===== src/ipr_defines.vh =====
// Register offsets, field positions, reset values and masks for the priority register bank
`ifndef IPR_DEFINES_VH
`define IPR_DEFINES_VH

// ----------------------------------------------------------------
// Register byte offsets
// ----------------------------------------------------------------
`define IPR_OFF_CTRL0 5'h00
`define IPR_OFF_CTRL1 5'h04
`define IPR_OFF_CTRL2 5'h08
`define IPR_OFF_CTRL3 5'h0C
`define IPR_OFF_CTRL4 5'h10
`define IPR_OFF_CTRL5 5'h14
`define IPR_NUM_REGS 6

// ----------------------------------------------------------------
// Field positions (low bit of each 3-bit field)
// ----------------------------------------------------------------
`define IPR_FLD_HI 4'hC
`define IPR_FLD_MH 4'h8
`define IPR_FLD_ML 4'h4
`define IPR_FLD_LO 4'h0
`define IPR_FLD_W 3

// ----------------------------------------------------------------
// Reset values and implemented-bit masks
// ----------------------------------------------------------------
`define IPR_FLD_RESET 3'h4
`define IPR_RST_CTRL0 16'h4444
`define IPR_RST_CTRL1 16'h4440
`define IPR_RST_CTRL2 16'h4444
`define IPR_RST_CTRL3 16'h0044
`define IPR_RST_CTRL4 16'h4444
`define IPR_RST_CTRL5 16'h0004
`define IPR_MSK_CTRL0 16'h7777
`define IPR_MSK_CTRL1 16'h7770
`define IPR_MSK_CTRL2 16'h7777
`define IPR_MSK_CTRL3 16'h0077
`define IPR_MSK_CTRL4 16'h7777
`define IPR_MSK_CTRL5 16'h0007

// ----------------------------------------------------------------
// Priority level codes
// ----------------------------------------------------------------
`define IPR_LVL_OFF 3'h0
`define IPR_LVL_MIN 3'h1
`define IPR_LVL_MAX 3'h7

// ----------------------------------------------------------------
// AXI responses
// ----------------------------------------------------------------
`define IPR_RESP_OKAY 2'h0
`define IPR_RESP_SLVERR 2'h2

`endif


===== src/ipr_reg_mem.v =====
// Six-word priority register store with masked write and registered read data
`timescale 1ns/1ps
`include "ipr_defines.vh"

module ipr_reg_mem #(
  parameter WIDTH = 16
) (
  input wire aclk,
  input wire aresetn,
  input wire wr_en,
  input wire [2:0] wr_idx,
  input wire [WIDTH-1:0] wr_data,
  input wire [WIDTH-1:0] wr_strb_mask,
  input wire rd_en,
  input wire [2:0] rd_idx,
  output reg [WIDTH-1:0] rd_data,
  output wire [6*WIDTH-1:0] all_words
);

  reg [WIDTH-1:0] word_reg [0:5];

  // ----------------------------------------------------------------
  // Per-register implemented-bit mask
  // ----------------------------------------------------------------
  function [WIDTH-1:0] impl_mask;
    input [2:0] idx;
    begin
      case (idx)
        3'h0: impl_mask = `IPR_MSK_CTRL0;
        3'h1: impl_mask = `IPR_MSK_CTRL1;
        3'h2: impl_mask = `IPR_MSK_CTRL2;
        3'h3: impl_mask = `IPR_MSK_CTRL3;
        3'h4: impl_mask = `IPR_MSK_CTRL4;
        3'h5: impl_mask = `IPR_MSK_CTRL5;
        default: impl_mask = {WIDTH{1'b0}};
      endcase
    end
  endfunction

  // Storage; reserved bits are never stored, so they always read zero
  always @(posedge aclk) begin
    if (!aresetn) begin
      word_reg[0] <= `IPR_RST_CTRL0; // [RULE_04]
      word_reg[1] <= `IPR_RST_CTRL1; // [RULE_04]
      word_reg[2] <= `IPR_RST_CTRL2; // [RULE_04]
      word_reg[3] <= `IPR_RST_CTRL3; // [RULE_04]
      word_reg[4] <= `IPR_RST_CTRL4; // [RULE_04]
      word_reg[5] <= `IPR_RST_CTRL5; // [RULE_04]
    end else if (wr_en && wr_idx < 3'h6) begin
      // Bytes not strobed and unimplemented bits keep their value
      word_reg[wr_idx] <= (word_reg[wr_idx] & ~(wr_strb_mask & impl_mask(wr_idx))) |
                          (wr_data & wr_strb_mask & impl_mask(wr_idx)); // [RULE_12] [RULE_14]
    end
  end

  // Registered read port
  always @(posedge aclk) begin
    if (!aresetn) begin
      rd_data <= {WIDTH{1'b0}};
    end else if (rd_en) begin
      if (rd_idx < 3'h6) begin
        rd_data <= word_reg[rd_idx] & impl_mask(rd_idx); // [RULE_05]
      end else begin
        rd_data <= {WIDTH{1'b0}};
      end
    end
  end

  assign all_words = {word_reg[5], word_reg[4], word_reg[3],
                      word_reg[2], word_reg[1], word_reg[0]};

endmodule


===== src/ipr_top.v =====
// AXI4-Lite priority register bank feeding per-source levels to arbitration
//
// Decided for this implementation: the register addresses and the AXI4-Lite slave port.
`timescale 1ns/1ps
`include "ipr_defines.vh"

// How it works
// RULE_01 - Each source has a 3-bit priority field; 111 means level 7, highest.
// RULE_02 - Field value 001 means level 1, lowest level that still requests.
// RULE_03 - Field value 000 disables the source; it never raises a request.
// RULE_04 - Reset loads every implemented field with 100, level 4.
// RULE_05 - Unimplemented bits always read as zero.
// RULE_06 - Register 0: timer1 14-12, compare1 10-8, capture1 6-4, ext irq0 2-0.
// RULE_07 - Register 1: timer2 14-12, compare2 10-8, capture2 6-4; bits 3-0 unused.
// RULE_08 - Register 2: serial1 rx 14-12, SPI1 event 10-8, SPI1 fault 6-4, timer3 2-0.
// RULE_09 - Register 3: ADC done 6-4, serial1 tx 2-0; bits 15-7 unused.
// RULE_10 - Register 4: pin change 14-12, comparator 10-8, I2C1 master 6-4, slave 2-0.
// RULE_11 - Register 5: ext irq1 in bits 2-0 only; bits 15-3 unused.
// RULE_12 - Implemented field bits are read/write; reads return last write or reset.
// RULE_13 - Values 010 to 110 are levels 2 to 6; larger value, higher priority.
// RULE_14 - Levels are presented continuously; writes to unused bits are ignored.

// ----------------------------------------------------------------
// Bus timing
// ----------------------------------------------------------------
// Write: address and data may arrive in either order or together.
// The store updates on the edge after the later handshake, with bvalid.
// Level outputs and enable flags follow one edge later still.
// Read: fetch on the edge after the address handshake, load the answer
// on the next, so rvalid rises two edges after the handshake.
// Only one write and one read are in flight; each ready stays low until
// its response has been taken, which keeps the store free of races.
// Misaligned or out-of-range addresses answer SLVERR and change nothing.
// Protection bits, the upper data half and the upper strobes are ignored.

module ipr_top #(
  parameter ADDR_W = 5
) (
  input wire aclk,
  input wire aresetn,
  input wire [ADDR_W-1:0] s_axi_awaddr,
  input wire [2:0] s_axi_awprot,
  input wire s_axi_awvalid,
  output reg s_axi_awready,
  input wire [31:0] s_axi_wdata,
  input wire [3:0] s_axi_wstrb,
  input wire s_axi_wvalid,
  output reg s_axi_wready,
  output reg [1:0] s_axi_bresp,
  output reg s_axi_bvalid,
  input wire s_axi_bready,
  input wire [ADDR_W-1:0] s_axi_araddr,
  input wire [2:0] s_axi_arprot,
  input wire s_axi_arvalid,
  output reg s_axi_arready,
  output reg [31:0] s_axi_rdata,
  output reg [1:0] s_axi_rresp,
  output reg s_axi_rvalid,
  input wire s_axi_rready,
  output reg [2:0] timer1_prio,
  output reg [2:0] compare1_prio,
  output reg [2:0] capture1_prio,
  output reg [2:0] ext_irq0_prio,
  output reg [2:0] timer2_prio,
  output reg [2:0] compare2_prio,
  output reg [2:0] capture2_prio,
  output reg [2:0] serial1_rx_prio,
  output reg [2:0] spi_port1_event_prio,
  output reg [2:0] spi_port1_fault_prio,
  output reg [2:0] timer3_prio,
  output reg [2:0] adc_done_prio,
  output reg [2:0] serial1_tx_prio,
  output reg [2:0] pin_change_prio,
  output reg [2:0] comparator_prio,
  output reg [2:0] i2c_port1_master_prio,
  output reg [2:0] i2c_port1_slave_prio,
  output reg [2:0] ext_irq1_prio,
  output reg [17:0] source_enabled
);

  // ----------------------------------------------------------------
  // Local state
  // ----------------------------------------------------------------
  // Read sequence: accept, fetch from the store, load the answer, wait for rready
  localparam RD_IDLE = 2'h0;
  localparam RD_FETCH = 2'h1;
  localparam RD_RESP = 2'h2;
  localparam RD_LOAD = 2'h3;

  // Held halves of a write, read sequence state and the captured read address
  reg aw_held_reg;
  reg w_held_reg;
  reg [ADDR_W-1:0] aw_addr_reg;
  reg [31:0] w_data_reg;
  reg [3:0] w_strb_reg;
  reg [1:0] rd_state_reg;
  reg [1:0] rd_state_next;
  reg rd_err_reg;
  reg [ADDR_W-1:0] ar_addr_reg;

  // Store read port, packed image of all six words and the decoded requests
  wire [15:0] mem_rd_data;
  wire [95:0] words;
  wire wr_fire;
  wire wr_hit;
  wire [2:0] wr_idx;
  wire rd_hit;
  wire [2:0] rd_idx;

  // ----------------------------------------------------------------
  // Address decode, shared by both channels
  // ----------------------------------------------------------------
  function addr_hit;
    input [ADDR_W-1:0] addr;
    begin
      addr_hit = (addr[1:0] == 2'h0) && (addr[ADDR_W-1:2] < 3'h6);
    end
  endfunction

  function [2:0] addr_idx;
    input [ADDR_W-1:0] addr;
    begin
      addr_idx = addr[4:2];
    end
  endfunction

  // Field of a packed word by register and position
  function [2:0] fld;
    input [95:0] all;
    input [2:0] reg_i;
    input [3:0] lsb;
    begin
      fld = all[reg_i*16 + lsb +: 3];
    end
  endfunction

  // ----------------------------------------------------------------
  // Write channel: address and data taken in either order
  // ----------------------------------------------------------------
  // A write fires once both halves are held and no response is pending
  assign wr_fire = aw_held_reg && w_held_reg && !s_axi_bvalid;
  assign wr_hit = addr_hit(aw_addr_reg);
  assign wr_idx = addr_idx(aw_addr_reg);

  // Each ready drops once its item is held, stalling the master until the response
  always @(posedge aclk) begin
    if (!aresetn) begin
      aw_held_reg <= 1'b0;
      w_held_reg <= 1'b0;
      aw_addr_reg <= {ADDR_W{1'b0}};
      w_data_reg <= 32'h00000000;
      w_strb_reg <= 4'h0;
      s_axi_awready <= 1'b0;
      s_axi_wready <= 1'b0;
      s_axi_bvalid <= 1'b0;
      s_axi_bresp <= `IPR_RESP_OKAY;
    end else begin
      s_axi_awready <= !aw_held_reg && !(s_axi_awvalid && s_axi_awready) && !s_axi_bvalid;
      s_axi_wready <= !w_held_reg && !(s_axi_wvalid && s_axi_wready) && !s_axi_bvalid;
      if (s_axi_awvalid && s_axi_awready) begin
        aw_held_reg <= 1'b1;
        aw_addr_reg <= s_axi_awaddr;
      end
      if (s_axi_wvalid && s_axi_wready) begin
        w_held_reg <= 1'b1;
        w_data_reg <= s_axi_wdata;
        w_strb_reg <= s_axi_wstrb;
      end
      // Store update and response share one edge
      if (wr_fire) begin
        aw_held_reg <= 1'b0;
        w_held_reg <= 1'b0;
        s_axi_bvalid <= 1'b1;
        s_axi_bresp <= wr_hit ? `IPR_RESP_OKAY : `IPR_RESP_SLVERR;
      end else if (s_axi_bvalid && s_axi_bready) begin
        s_axi_bvalid <= 1'b0;
      end
    end
  end

  // ----------------------------------------------------------------
  // Read channel: one cycle to fetch from the store, then answer
  // ----------------------------------------------------------------
  // Read decode works on the address captured at the handshake
  assign rd_hit = addr_hit(ar_addr_reg);
  assign rd_idx = addr_idx(ar_addr_reg);

  // Next state of the read sequence
  always @* begin
    rd_state_next = rd_state_reg;
    case (rd_state_reg)
      RD_IDLE: begin
        if (s_axi_arvalid && s_axi_arready) begin
          rd_state_next = RD_FETCH;
        end
      end
      RD_FETCH: rd_state_next = RD_LOAD;
      RD_LOAD: rd_state_next = RD_RESP;
      RD_RESP: begin
        if (s_axi_rready) begin
          rd_state_next = RD_IDLE;
        end
      end
      default: rd_state_next = RD_IDLE;
    endcase
  end

  // Read data register reflects the store; upper half is always zero
  always @(posedge aclk) begin
    if (!aresetn) begin
      rd_state_reg <= RD_IDLE;
      ar_addr_reg <= {ADDR_W{1'b0}};
      rd_err_reg <= 1'b0;
      s_axi_arready <= 1'b0;
      s_axi_rvalid <= 1'b0;
      s_axi_rdata <= 32'h00000000;
      s_axi_rresp <= `IPR_RESP_OKAY;
    end else begin
      rd_state_reg <= rd_state_next;
      s_axi_arready <= (rd_state_next == RD_IDLE) && !(s_axi_arvalid && s_axi_arready);
      if (s_axi_arvalid && s_axi_arready) begin
        ar_addr_reg <= s_axi_araddr;
      end
      if (rd_state_reg == RD_FETCH) begin
        rd_err_reg <= !rd_hit;
      end
      // The store registers its data on the fetch edge, so answer one edge later
      if (rd_state_reg == RD_LOAD) begin
        s_axi_rvalid <= 1'b1;
        // A refused address answers zero, never a word picked by its index bits
        s_axi_rdata <= rd_err_reg ? 32'h00000000 : {16'h0000, mem_rd_data}; // [RULE_05]
        s_axi_rresp <= rd_err_reg ? `IPR_RESP_SLVERR : `IPR_RESP_OKAY;
      end else if (s_axi_rvalid && s_axi_rready) begin
        s_axi_rvalid <= 1'b0;
      end
    end
  end

  // ----------------------------------------------------------------
  // Register store
  // ----------------------------------------------------------------
  // Strobes 1:0 cover the 16 meaningful bits; strobes 3:2 have nothing to gate
  ipr_reg_mem #(
    .WIDTH(16)
  ) ipr_reg_mem_inst (
    .aclk(aclk),
    .aresetn(aresetn),
    .wr_en(wr_fire && wr_hit),
    .wr_idx(wr_idx),
    .wr_data(w_data_reg[15:0]),
    .wr_strb_mask({{8{w_strb_reg[1]}}, {8{w_strb_reg[0]}}}),
    .rd_en(rd_state_reg == RD_FETCH),
    .rd_idx(rd_idx),
    .rd_data(mem_rd_data),
    .all_words(words)
  );

  // ----------------------------------------------------------------
  // Level outputs to arbitration, re-registered so outputs come from flops
  // ----------------------------------------------------------------
  // One cycle behind the store: a write shows here the edge after it lands
  always @(posedge aclk) begin
    if (!aresetn) begin
      // Level 4 on reset, matching the reset image of the store
      timer1_prio <= `IPR_FLD_RESET; // [RULE_04]
      compare1_prio <= `IPR_FLD_RESET;
      capture1_prio <= `IPR_FLD_RESET;
      ext_irq0_prio <= `IPR_FLD_RESET;
      timer2_prio <= `IPR_FLD_RESET;
      compare2_prio <= `IPR_FLD_RESET;
      capture2_prio <= `IPR_FLD_RESET;
      serial1_rx_prio <= `IPR_FLD_RESET;
      spi_port1_event_prio <= `IPR_FLD_RESET;
      spi_port1_fault_prio <= `IPR_FLD_RESET;
      timer3_prio <= `IPR_FLD_RESET;
      adc_done_prio <= `IPR_FLD_RESET;
      serial1_tx_prio <= `IPR_FLD_RESET;
      pin_change_prio <= `IPR_FLD_RESET;
      comparator_prio <= `IPR_FLD_RESET;
      i2c_port1_master_prio <= `IPR_FLD_RESET;
      i2c_port1_slave_prio <= `IPR_FLD_RESET;
      ext_irq1_prio <= `IPR_FLD_RESET;
    end else begin
      // priority_ctrl_0: timer1, compare1, capture1, ext irq0
      timer1_prio <= fld(words, 3'h0, `IPR_FLD_HI); // [RULE_06] [RULE_14]
      compare1_prio <= fld(words, 3'h0, `IPR_FLD_MH); // [RULE_06]
      capture1_prio <= fld(words, 3'h0, `IPR_FLD_ML); // [RULE_06]
      ext_irq0_prio <= fld(words, 3'h0, `IPR_FLD_LO); // [RULE_06]
      // priority_ctrl_1: timer2, compare2, capture2
      timer2_prio <= fld(words, 3'h1, `IPR_FLD_HI); // [RULE_07]
      compare2_prio <= fld(words, 3'h1, `IPR_FLD_MH); // [RULE_07]
      capture2_prio <= fld(words, 3'h1, `IPR_FLD_ML); // [RULE_07]
      // priority_ctrl_2: serial1 rx, spi1 event, spi1 fault, timer3
      serial1_rx_prio <= fld(words, 3'h2, `IPR_FLD_HI); // [RULE_08]
      spi_port1_event_prio <= fld(words, 3'h2, `IPR_FLD_MH); // [RULE_08]
      spi_port1_fault_prio <= fld(words, 3'h2, `IPR_FLD_ML); // [RULE_08]
      timer3_prio <= fld(words, 3'h2, `IPR_FLD_LO); // [RULE_08]
      // priority_ctrl_3: adc done, serial1 tx
      adc_done_prio <= fld(words, 3'h3, `IPR_FLD_ML); // [RULE_09]
      serial1_tx_prio <= fld(words, 3'h3, `IPR_FLD_LO); // [RULE_09]
      // priority_ctrl_4: pin change, comparator, i2c1 master, i2c1 slave
      pin_change_prio <= fld(words, 3'h4, `IPR_FLD_HI); // [RULE_10]
      comparator_prio <= fld(words, 3'h4, `IPR_FLD_MH); // [RULE_10]
      i2c_port1_master_prio <= fld(words, 3'h4, `IPR_FLD_ML); // [RULE_10]
      i2c_port1_slave_prio <= fld(words, 3'h4, `IPR_FLD_LO); // [RULE_10]
      // priority_ctrl_5: ext irq1 only
      ext_irq1_prio <= fld(words, 3'h5, `IPR_FLD_LO); // [RULE_11]
    end
  end

  // ----------------------------------------------------------------
  // Per-source enable: level code is passed unchanged, 111 highest, 001 lowest
  // ----------------------------------------------------------------
  // Any nonzero code may request; 000 blocks the source entirely
  always @(posedge aclk) begin
    if (!aresetn) begin
      source_enabled <= {18{1'b1}};
    end else begin
      source_enabled <= {
        // priority_ctrl_5 supplies the top bit
        fld(words, 3'h5, `IPR_FLD_LO) != `IPR_LVL_OFF,
        // priority_ctrl_4
        fld(words, 3'h4, `IPR_FLD_LO) != `IPR_LVL_OFF,
        fld(words, 3'h4, `IPR_FLD_ML) != `IPR_LVL_OFF,
        fld(words, 3'h4, `IPR_FLD_MH) != `IPR_LVL_OFF,
        fld(words, 3'h4, `IPR_FLD_HI) != `IPR_LVL_OFF,
        // priority_ctrl_3
        fld(words, 3'h3, `IPR_FLD_LO) != `IPR_LVL_OFF,
        fld(words, 3'h3, `IPR_FLD_ML) != `IPR_LVL_OFF,
        // priority_ctrl_2
        fld(words, 3'h2, `IPR_FLD_LO) != `IPR_LVL_OFF,
        fld(words, 3'h2, `IPR_FLD_ML) != `IPR_LVL_OFF,
        fld(words, 3'h2, `IPR_FLD_MH) != `IPR_LVL_OFF,
        fld(words, 3'h2, `IPR_FLD_HI) != `IPR_LVL_OFF,
        // priority_ctrl_1
        fld(words, 3'h1, `IPR_FLD_ML) != `IPR_LVL_OFF,
        fld(words, 3'h1, `IPR_FLD_MH) != `IPR_LVL_OFF,
        fld(words, 3'h1, `IPR_FLD_HI) != `IPR_LVL_OFF,
        // priority_ctrl_0 supplies the low four bits, timer1 at bit 0
        fld(words, 3'h0, `IPR_FLD_LO) != `IPR_LVL_OFF,
        fld(words, 3'h0, `IPR_FLD_ML) != `IPR_LVL_OFF,
        fld(words, 3'h0, `IPR_FLD_MH) != `IPR_LVL_OFF,
        fld(words, 3'h0, `IPR_FLD_HI) != `IPR_LVL_OFF
      }; // [RULE_01] [RULE_02] [RULE_03] [RULE_13]
    end
  end

endmodule


===== config.mk =====
export PLATFORM = sky130hd
export DESIGN_NAME = ipr_top
export DESIGN_NICKNAME = d
export VERILOG_FILES = /design/src/ipr_reg_mem.v /design/src/ipr_top.v
export VERILOG_INCLUDE_DIRS = /design/src /design/src/src
export SDC_FILE = /design/constraint.sdc
export NUM_CORES = 1
export LEC_CHECK = 0
export BUFFER_PORTS_ARGS = -buffer_cell sky130_fd_sc_hd__buf_2
export CAP_MARGIN = 20
export CORE_MARGIN = 3
export CORE_UTILIZATION = 35
export CTS_BUF_LIST = sky130_fd_sc_hd__clkbuf_16
export DETAILED_ROUTE_END_ITERATION = 10
export GPL_ROUTABILITY_DRIVEN = 1
export SYNTH_ARGS = -nofsm -noshare
export SYNTH_HDL_FRONTEND = slang
export SYNTH_SLANG_ARGS = --single-unit

===== constraint.sdc =====
create_clock -name aclk -period 6.2 [get_ports aclk]
set_input_delay 1.24 -clock aclk [delete_from_list [all_inputs] [get_ports aclk]]
set_output_delay 1.24 -clock aclk [all_outputs]
set_load 0.01 [all_outputs]

**Word-level counts from Yosys, hierarchy flattened**

Memory sizes are Yosys's and may differ from the RTL's. A register that Yosys moved wholly into a read port is not among the register bits.
Cells that the tools add are included.

- ROM bits: 0
- RAM bits: 96
- Memories kept: 1
- Word-level logic and storage cells: 142
- Bits in latches: 0
- Flip-flop bits (word level): 162
- Output and inout bits: 113
- Input bits: 59

- Order comparisons: 2
- Div/mod/pow operators: 0
- Add/sub/neg operators: 0
- Reductions and logical operators: 53
- Equality and inequality tests: 13
- Shifts and indexed selects: 0
- Bitwise logic cells: 8
- Muxes and demuxes: 29
- Multipliers: 0

Memory list:

| memory | depth | bits a word | rd ports | clocked after memory_dff | write ports | RTL line | text |
|---|---|---|---|---|---|---|---|
| ipr_reg_mem_inst.word_reg | 6 | 16 | 8 | 2 | 6 | ipr_reg_mem.v:20 | `reg [WIDTH-1:0] word_reg [0:5];` |

Operators by type and width:

| cell | count |
|---|---|
| 16-bit two-way mux | 8 |
| 15-bit one-hot mux with 4 select lines | 2 |
| 16-bit bitwise AND | 5 |
| 3-bit nonzero test | 18 |
| 1-bit logical AND | 16 |
| 16-bit inverter | 1 |
| 16-bit OR | 1 |
| 16-bit OR reduction | 1 |
| 3-bit two-way mux | 5 |
| 3-bit by 2-bit == test with 1-bit output (second input constant) | 4 |
| 3-bit == test (second input constant) | 4 |
| 1-bit two-way mux | 9 |
| 2-bit logical NOT | 4 |
| 2-bit two-way mux | 4 |
| 2-bit one-hot mux with 4 select lines | 1 |
| 1-bit logical NOT | 7 |
| 3-bit by 1-bit == test with 1-bit output (second input constant) | 2 |
| 3-bit logical NOT | 2 |
| 3-bit less-than comparator (second input constant) | 2 |
| 3-bit OR reduction | 2 |
| 2-bit == test (second input constant) | 2 |
| 2-bit nonzero test | 2 |
| 2-bit by 1-bit == test with 1-bit output (second input constant) | 1 |
| 2-bit OR reduction | 1 |
| 1-bit inverter | 1 |

**Depth between registers and ports, before layout**

- Depth after elaboration: 11
- Mapped depth: 6
- Gate-level depth less buffers: 4

**Modules after synthesis**

Synthesis repeated with hierarchy kept, for this count alone.

- Cell total of the unflattened synthesis: 943
- Area total of the unflattened synthesis: 10779.1 sq um

Modules (own cells, without submodules):

| module | instances | area an instance (sq um) | cells an instance |
|---|---|---|---|
| ipr_reg_mem | 1 | 6543.8 | 536 |
| ipr_top | 1 | 4235.3 | 407 |

**Least setup slack after synthesis**

Ideal clock, no wire load.

- Kind: input to register
- Start point: input port aresetn
- End point: memory ipr_reg_mem_inst.word_reg[5][0] (enable)
- Slack: 3.146 ns
- Stages on the path: 5
- Arrival: 2.638 ns
- Required time: 5.784 ns
- Cell sequence: clkbuf_1 > clkbuf_1 > clkbuf_1 > buf_2 > o21ai_0

RTL lines:

| element | RTL line | text |
|---|---|---|
| start: declaration | ipr_top.v:40 | `input wire aresetn,` |
| end: declaration | ipr_reg_mem.v:20 |  |

==> metrics <==
Flop pwr share=between 40 and 50%; commonest non-fill, non-tap cell in the layout=dfxtp_1; Max-Slew Margin vs Limit=33.8%; nets=971; H-tree depth=1; # port buffers=121; PnR worst setup slack=2860 ps; Avg WL per Cell=18.3 um; sequential-to-total area share from yosys stat=59.2%; CP Max Fanout=33; Layout area overhead=18.4%; antenna violations before repair=0; fin crit share=53.9%; Clock power frac=between 40% and 50%; setup TNS=0 ps; hpwl dp=16000 um; RSZ-0062 raised after global routing=false; fin crit period=3340 ps; YS warnings=0; sw frac=a little under a quarter; clk buf depth=3; Int Pwr=0.00264 W; Core ar.=26400 sq um; clk_lat worst skew=530 ps; dpl cells=approximately 1200; total grt overflow=0; chip height=171 um; ANT cells=0; fin cells=1267; CP Capture Type=register; #FFs+latches synth=234; vias post-DR=6259; syn_area_per_cell=12.3 sq um; antenna-violating nets left=0; full die area=29300 sq um; Iteration-0 DRC Markers=507; Max Fclk=0.299 GHz; GPL Wtd Cong=approximately 0.77; Worst Hold Class=register to register; # fillers=2517; crit path DAT=approximately 3500 ps; Post-Syn Area=about 9500 sq um; Max Clock Skew=17.3 ps; CTS Buf Count=26; initial cell density of the core=36.1%; first-pass GRT wire length=~35000 um; hold_buf cts=0; number of global-route vias before repair=5936; Static Leak=4.17 nW; library cells used by synthesis=50; drt first pass iters=5; Final Setup Violations=0; Post-CTS Setup Inserts=0; gr usage total=15.5%; fin. max-slew vios=0; Critical Path Source Type=input pin; pre-CTS WS=2350 ps; power per cell area=302 nW/um^2; layout cells sized above 1=about 25%; Hold Vio Cnt, Final=0; Mapped Cells=approximately 770; clock-pin slew on the worst setup and hold paths=60 ps; Root Driver=clkbuf_16; Die Width=171 um; flip-flop count of the largest register after layout=96; Async S/R FF share, synth=0%; pin count of the biggest net entering global routing=79; Synth Flop Type=dfxtp_1; status=completed; Critical Path RT=approximately 6400 ps; EDFF count, synth=96; Peak VDD IR=about 190 uV; final WL=between 20000 and 25000 um; most frequent cells in the layout=dfxtp_1, buf_2, edfxtp_1; Sw Pwr=0.000776 W; PostCTS Resize Cnt=0; Ports=between 150 and 200; CTS tree=done; # DRC=0; max-capacitance violation count=0; DR vias/cell=4.94; Worst-Margin Slew=between 900 and 1000 ps; standard-cell rows=59; Sink Count=~230; critical path type=input pin to register; Logic pwr share=about 6.3%
power groups by stage:
| stage | Clock, W | Combinational (W) | Sequential (W) |
|---|---|---|---|
| 2_1_floorplan | 0 | 0.000165 | 0.00171 |
| 3_3_place_gp | 0 | 0.000211 | 0.00172 |
| 3_5_place_dp | 0 | 0.000214 | 0.00172 |
| 4_1_cts | 0.00154 | 0.000215 | 0.00169 |
| 5_1_grt | 0.00160 | 0.000237 | 0.00169 |
| 6_report | 0.00151 | 0.000216 | 0.00169 |
critical path, stage by stage:
cell	delay (ps)
buf_2	70
buf_4	280
nor2b_1	280
and4_1	460
nand3_1	460
nand2_1	690
synth_stat cells (all sizes together), types with 3 or more instances:
| cell type | number | area share, % |
|---|---|---|
| nor2 | 55 | 2.2 |
| mux2 | 27 | 3.7 |
| a22oi | 6 | 0.47 |
| clkbuf | 28 | 1.1 |
| nor3b | 15 | 1.2 |
| mux4 | 28 | 6.6 |
| and3 | 5 | 0.33 |
| dfxtp | 138 | 29 |
| a21boi | 29 | 2.3 |
| nand3 | 15 | 0.79 |
| or3 | 19 | 1.2 |
| nand3b | 5 | 0.39 |
| o22ai | 9 | 0.59 |
| o21ai | 13 | 0.80 |
| nand2 | 70 | 2.8 |
| nor3 | 3 | 0.16 |
| nor2b | 18 | 1.2 |
| a21oi | 17 | 0.89 |
| nand2b | 25 | 1.6 |
| a22o | 10 | 0.92 |
| buf | 36 | 2.8 |
| and2 | 46 | 3.0 |
| o31ai | 4 | 0.42 |
| mux2i | 37 | 4.0 |
| edfxtp | 96 | 30 |
| a211oi | 3 | 0.24 |
layout make-up:
| class | instances | area (sq um) | share of cell area [%] |
|---|---|---|---|
| clock buffer | 28 | 701 | 6.20 |
| clock inverter | 20 | 151 | 1.34 |
| inverter | 1 | 3.75 | 0.0332 |
| multi-input combinational | 519 | 3700 | 32.7 |
| sequential | 234 | 5650 | 50.0 |
| tap | 335 | 419 | 3.71 |
| timing repair buffer | 130 | 681 | 6.03 |
kinds of logic (layout without fill, tap and decap cells):
| logic type | Yosys count | after routing | share of synthesized area (%) |
|---|---|---|---|
| multiplexers | 92 | 92 | 14.3 |
| AND/OR/NAND/NOR | 283 | 283 | 15.4 |
| flip-flops | 234 | 234 | 59.2 |
| AO/OA/AOI/OAI | 97 | 97 | 7.12 |
| buffers and inverters | 65 | 179 | 3.89 |
| adder cells (fa/ha/maj) | 1 | 1 | 0.105 |
| other | 1 | 46 | 0.0393 |
metrics by stage:
stage | cell area, sq um | util, % | total power, W | hold slack, ps
floorplan | 9710 | - | 0.00187 | 417
global placement | 10400 | 39.5 | 0.00193 | 433
detailed placement | 10400 | 39.5 | 0.00194 | 438
CTS | 11300 | 42.7 | 0.00345 | 454
global route | 11300 | 42.7 | 0.00353 | 475
finish | 11300 | 42.7 | 0.00341 | 449
worst paths after layout:
kind                                             startpoint                               end  slack (ps)  cells past startpoint
worst min register to register  ipr_reg_mem_inst.rd_data[5]       ipr_reg_mem_inst.rd_data[5]         450                      2
worst max register to register               aw_addr_reg[3]   ipr_reg_mem_inst.word_reg[0][8]        3220                      4
worst max-delay path                                aresetn  ipr_reg_mem_inst.word_reg[4][10]        2860                      6
worst min-delay path            ipr_reg_mem_inst.rd_data[5]       ipr_reg_mem_inst.rd_data[5]         450                      2
layer usage:
| metal | GRT usage, % | wire (um) |
|---|---|---|
| met1 | 22.9 | 10900 |
| met2 | 24.4 | 10600 |
| met3 | 2.20 | 1470 |
| met4 | 3.53 | 308 |
| met5 | 0 | 0 |
(Power assumes the default switching activity.)
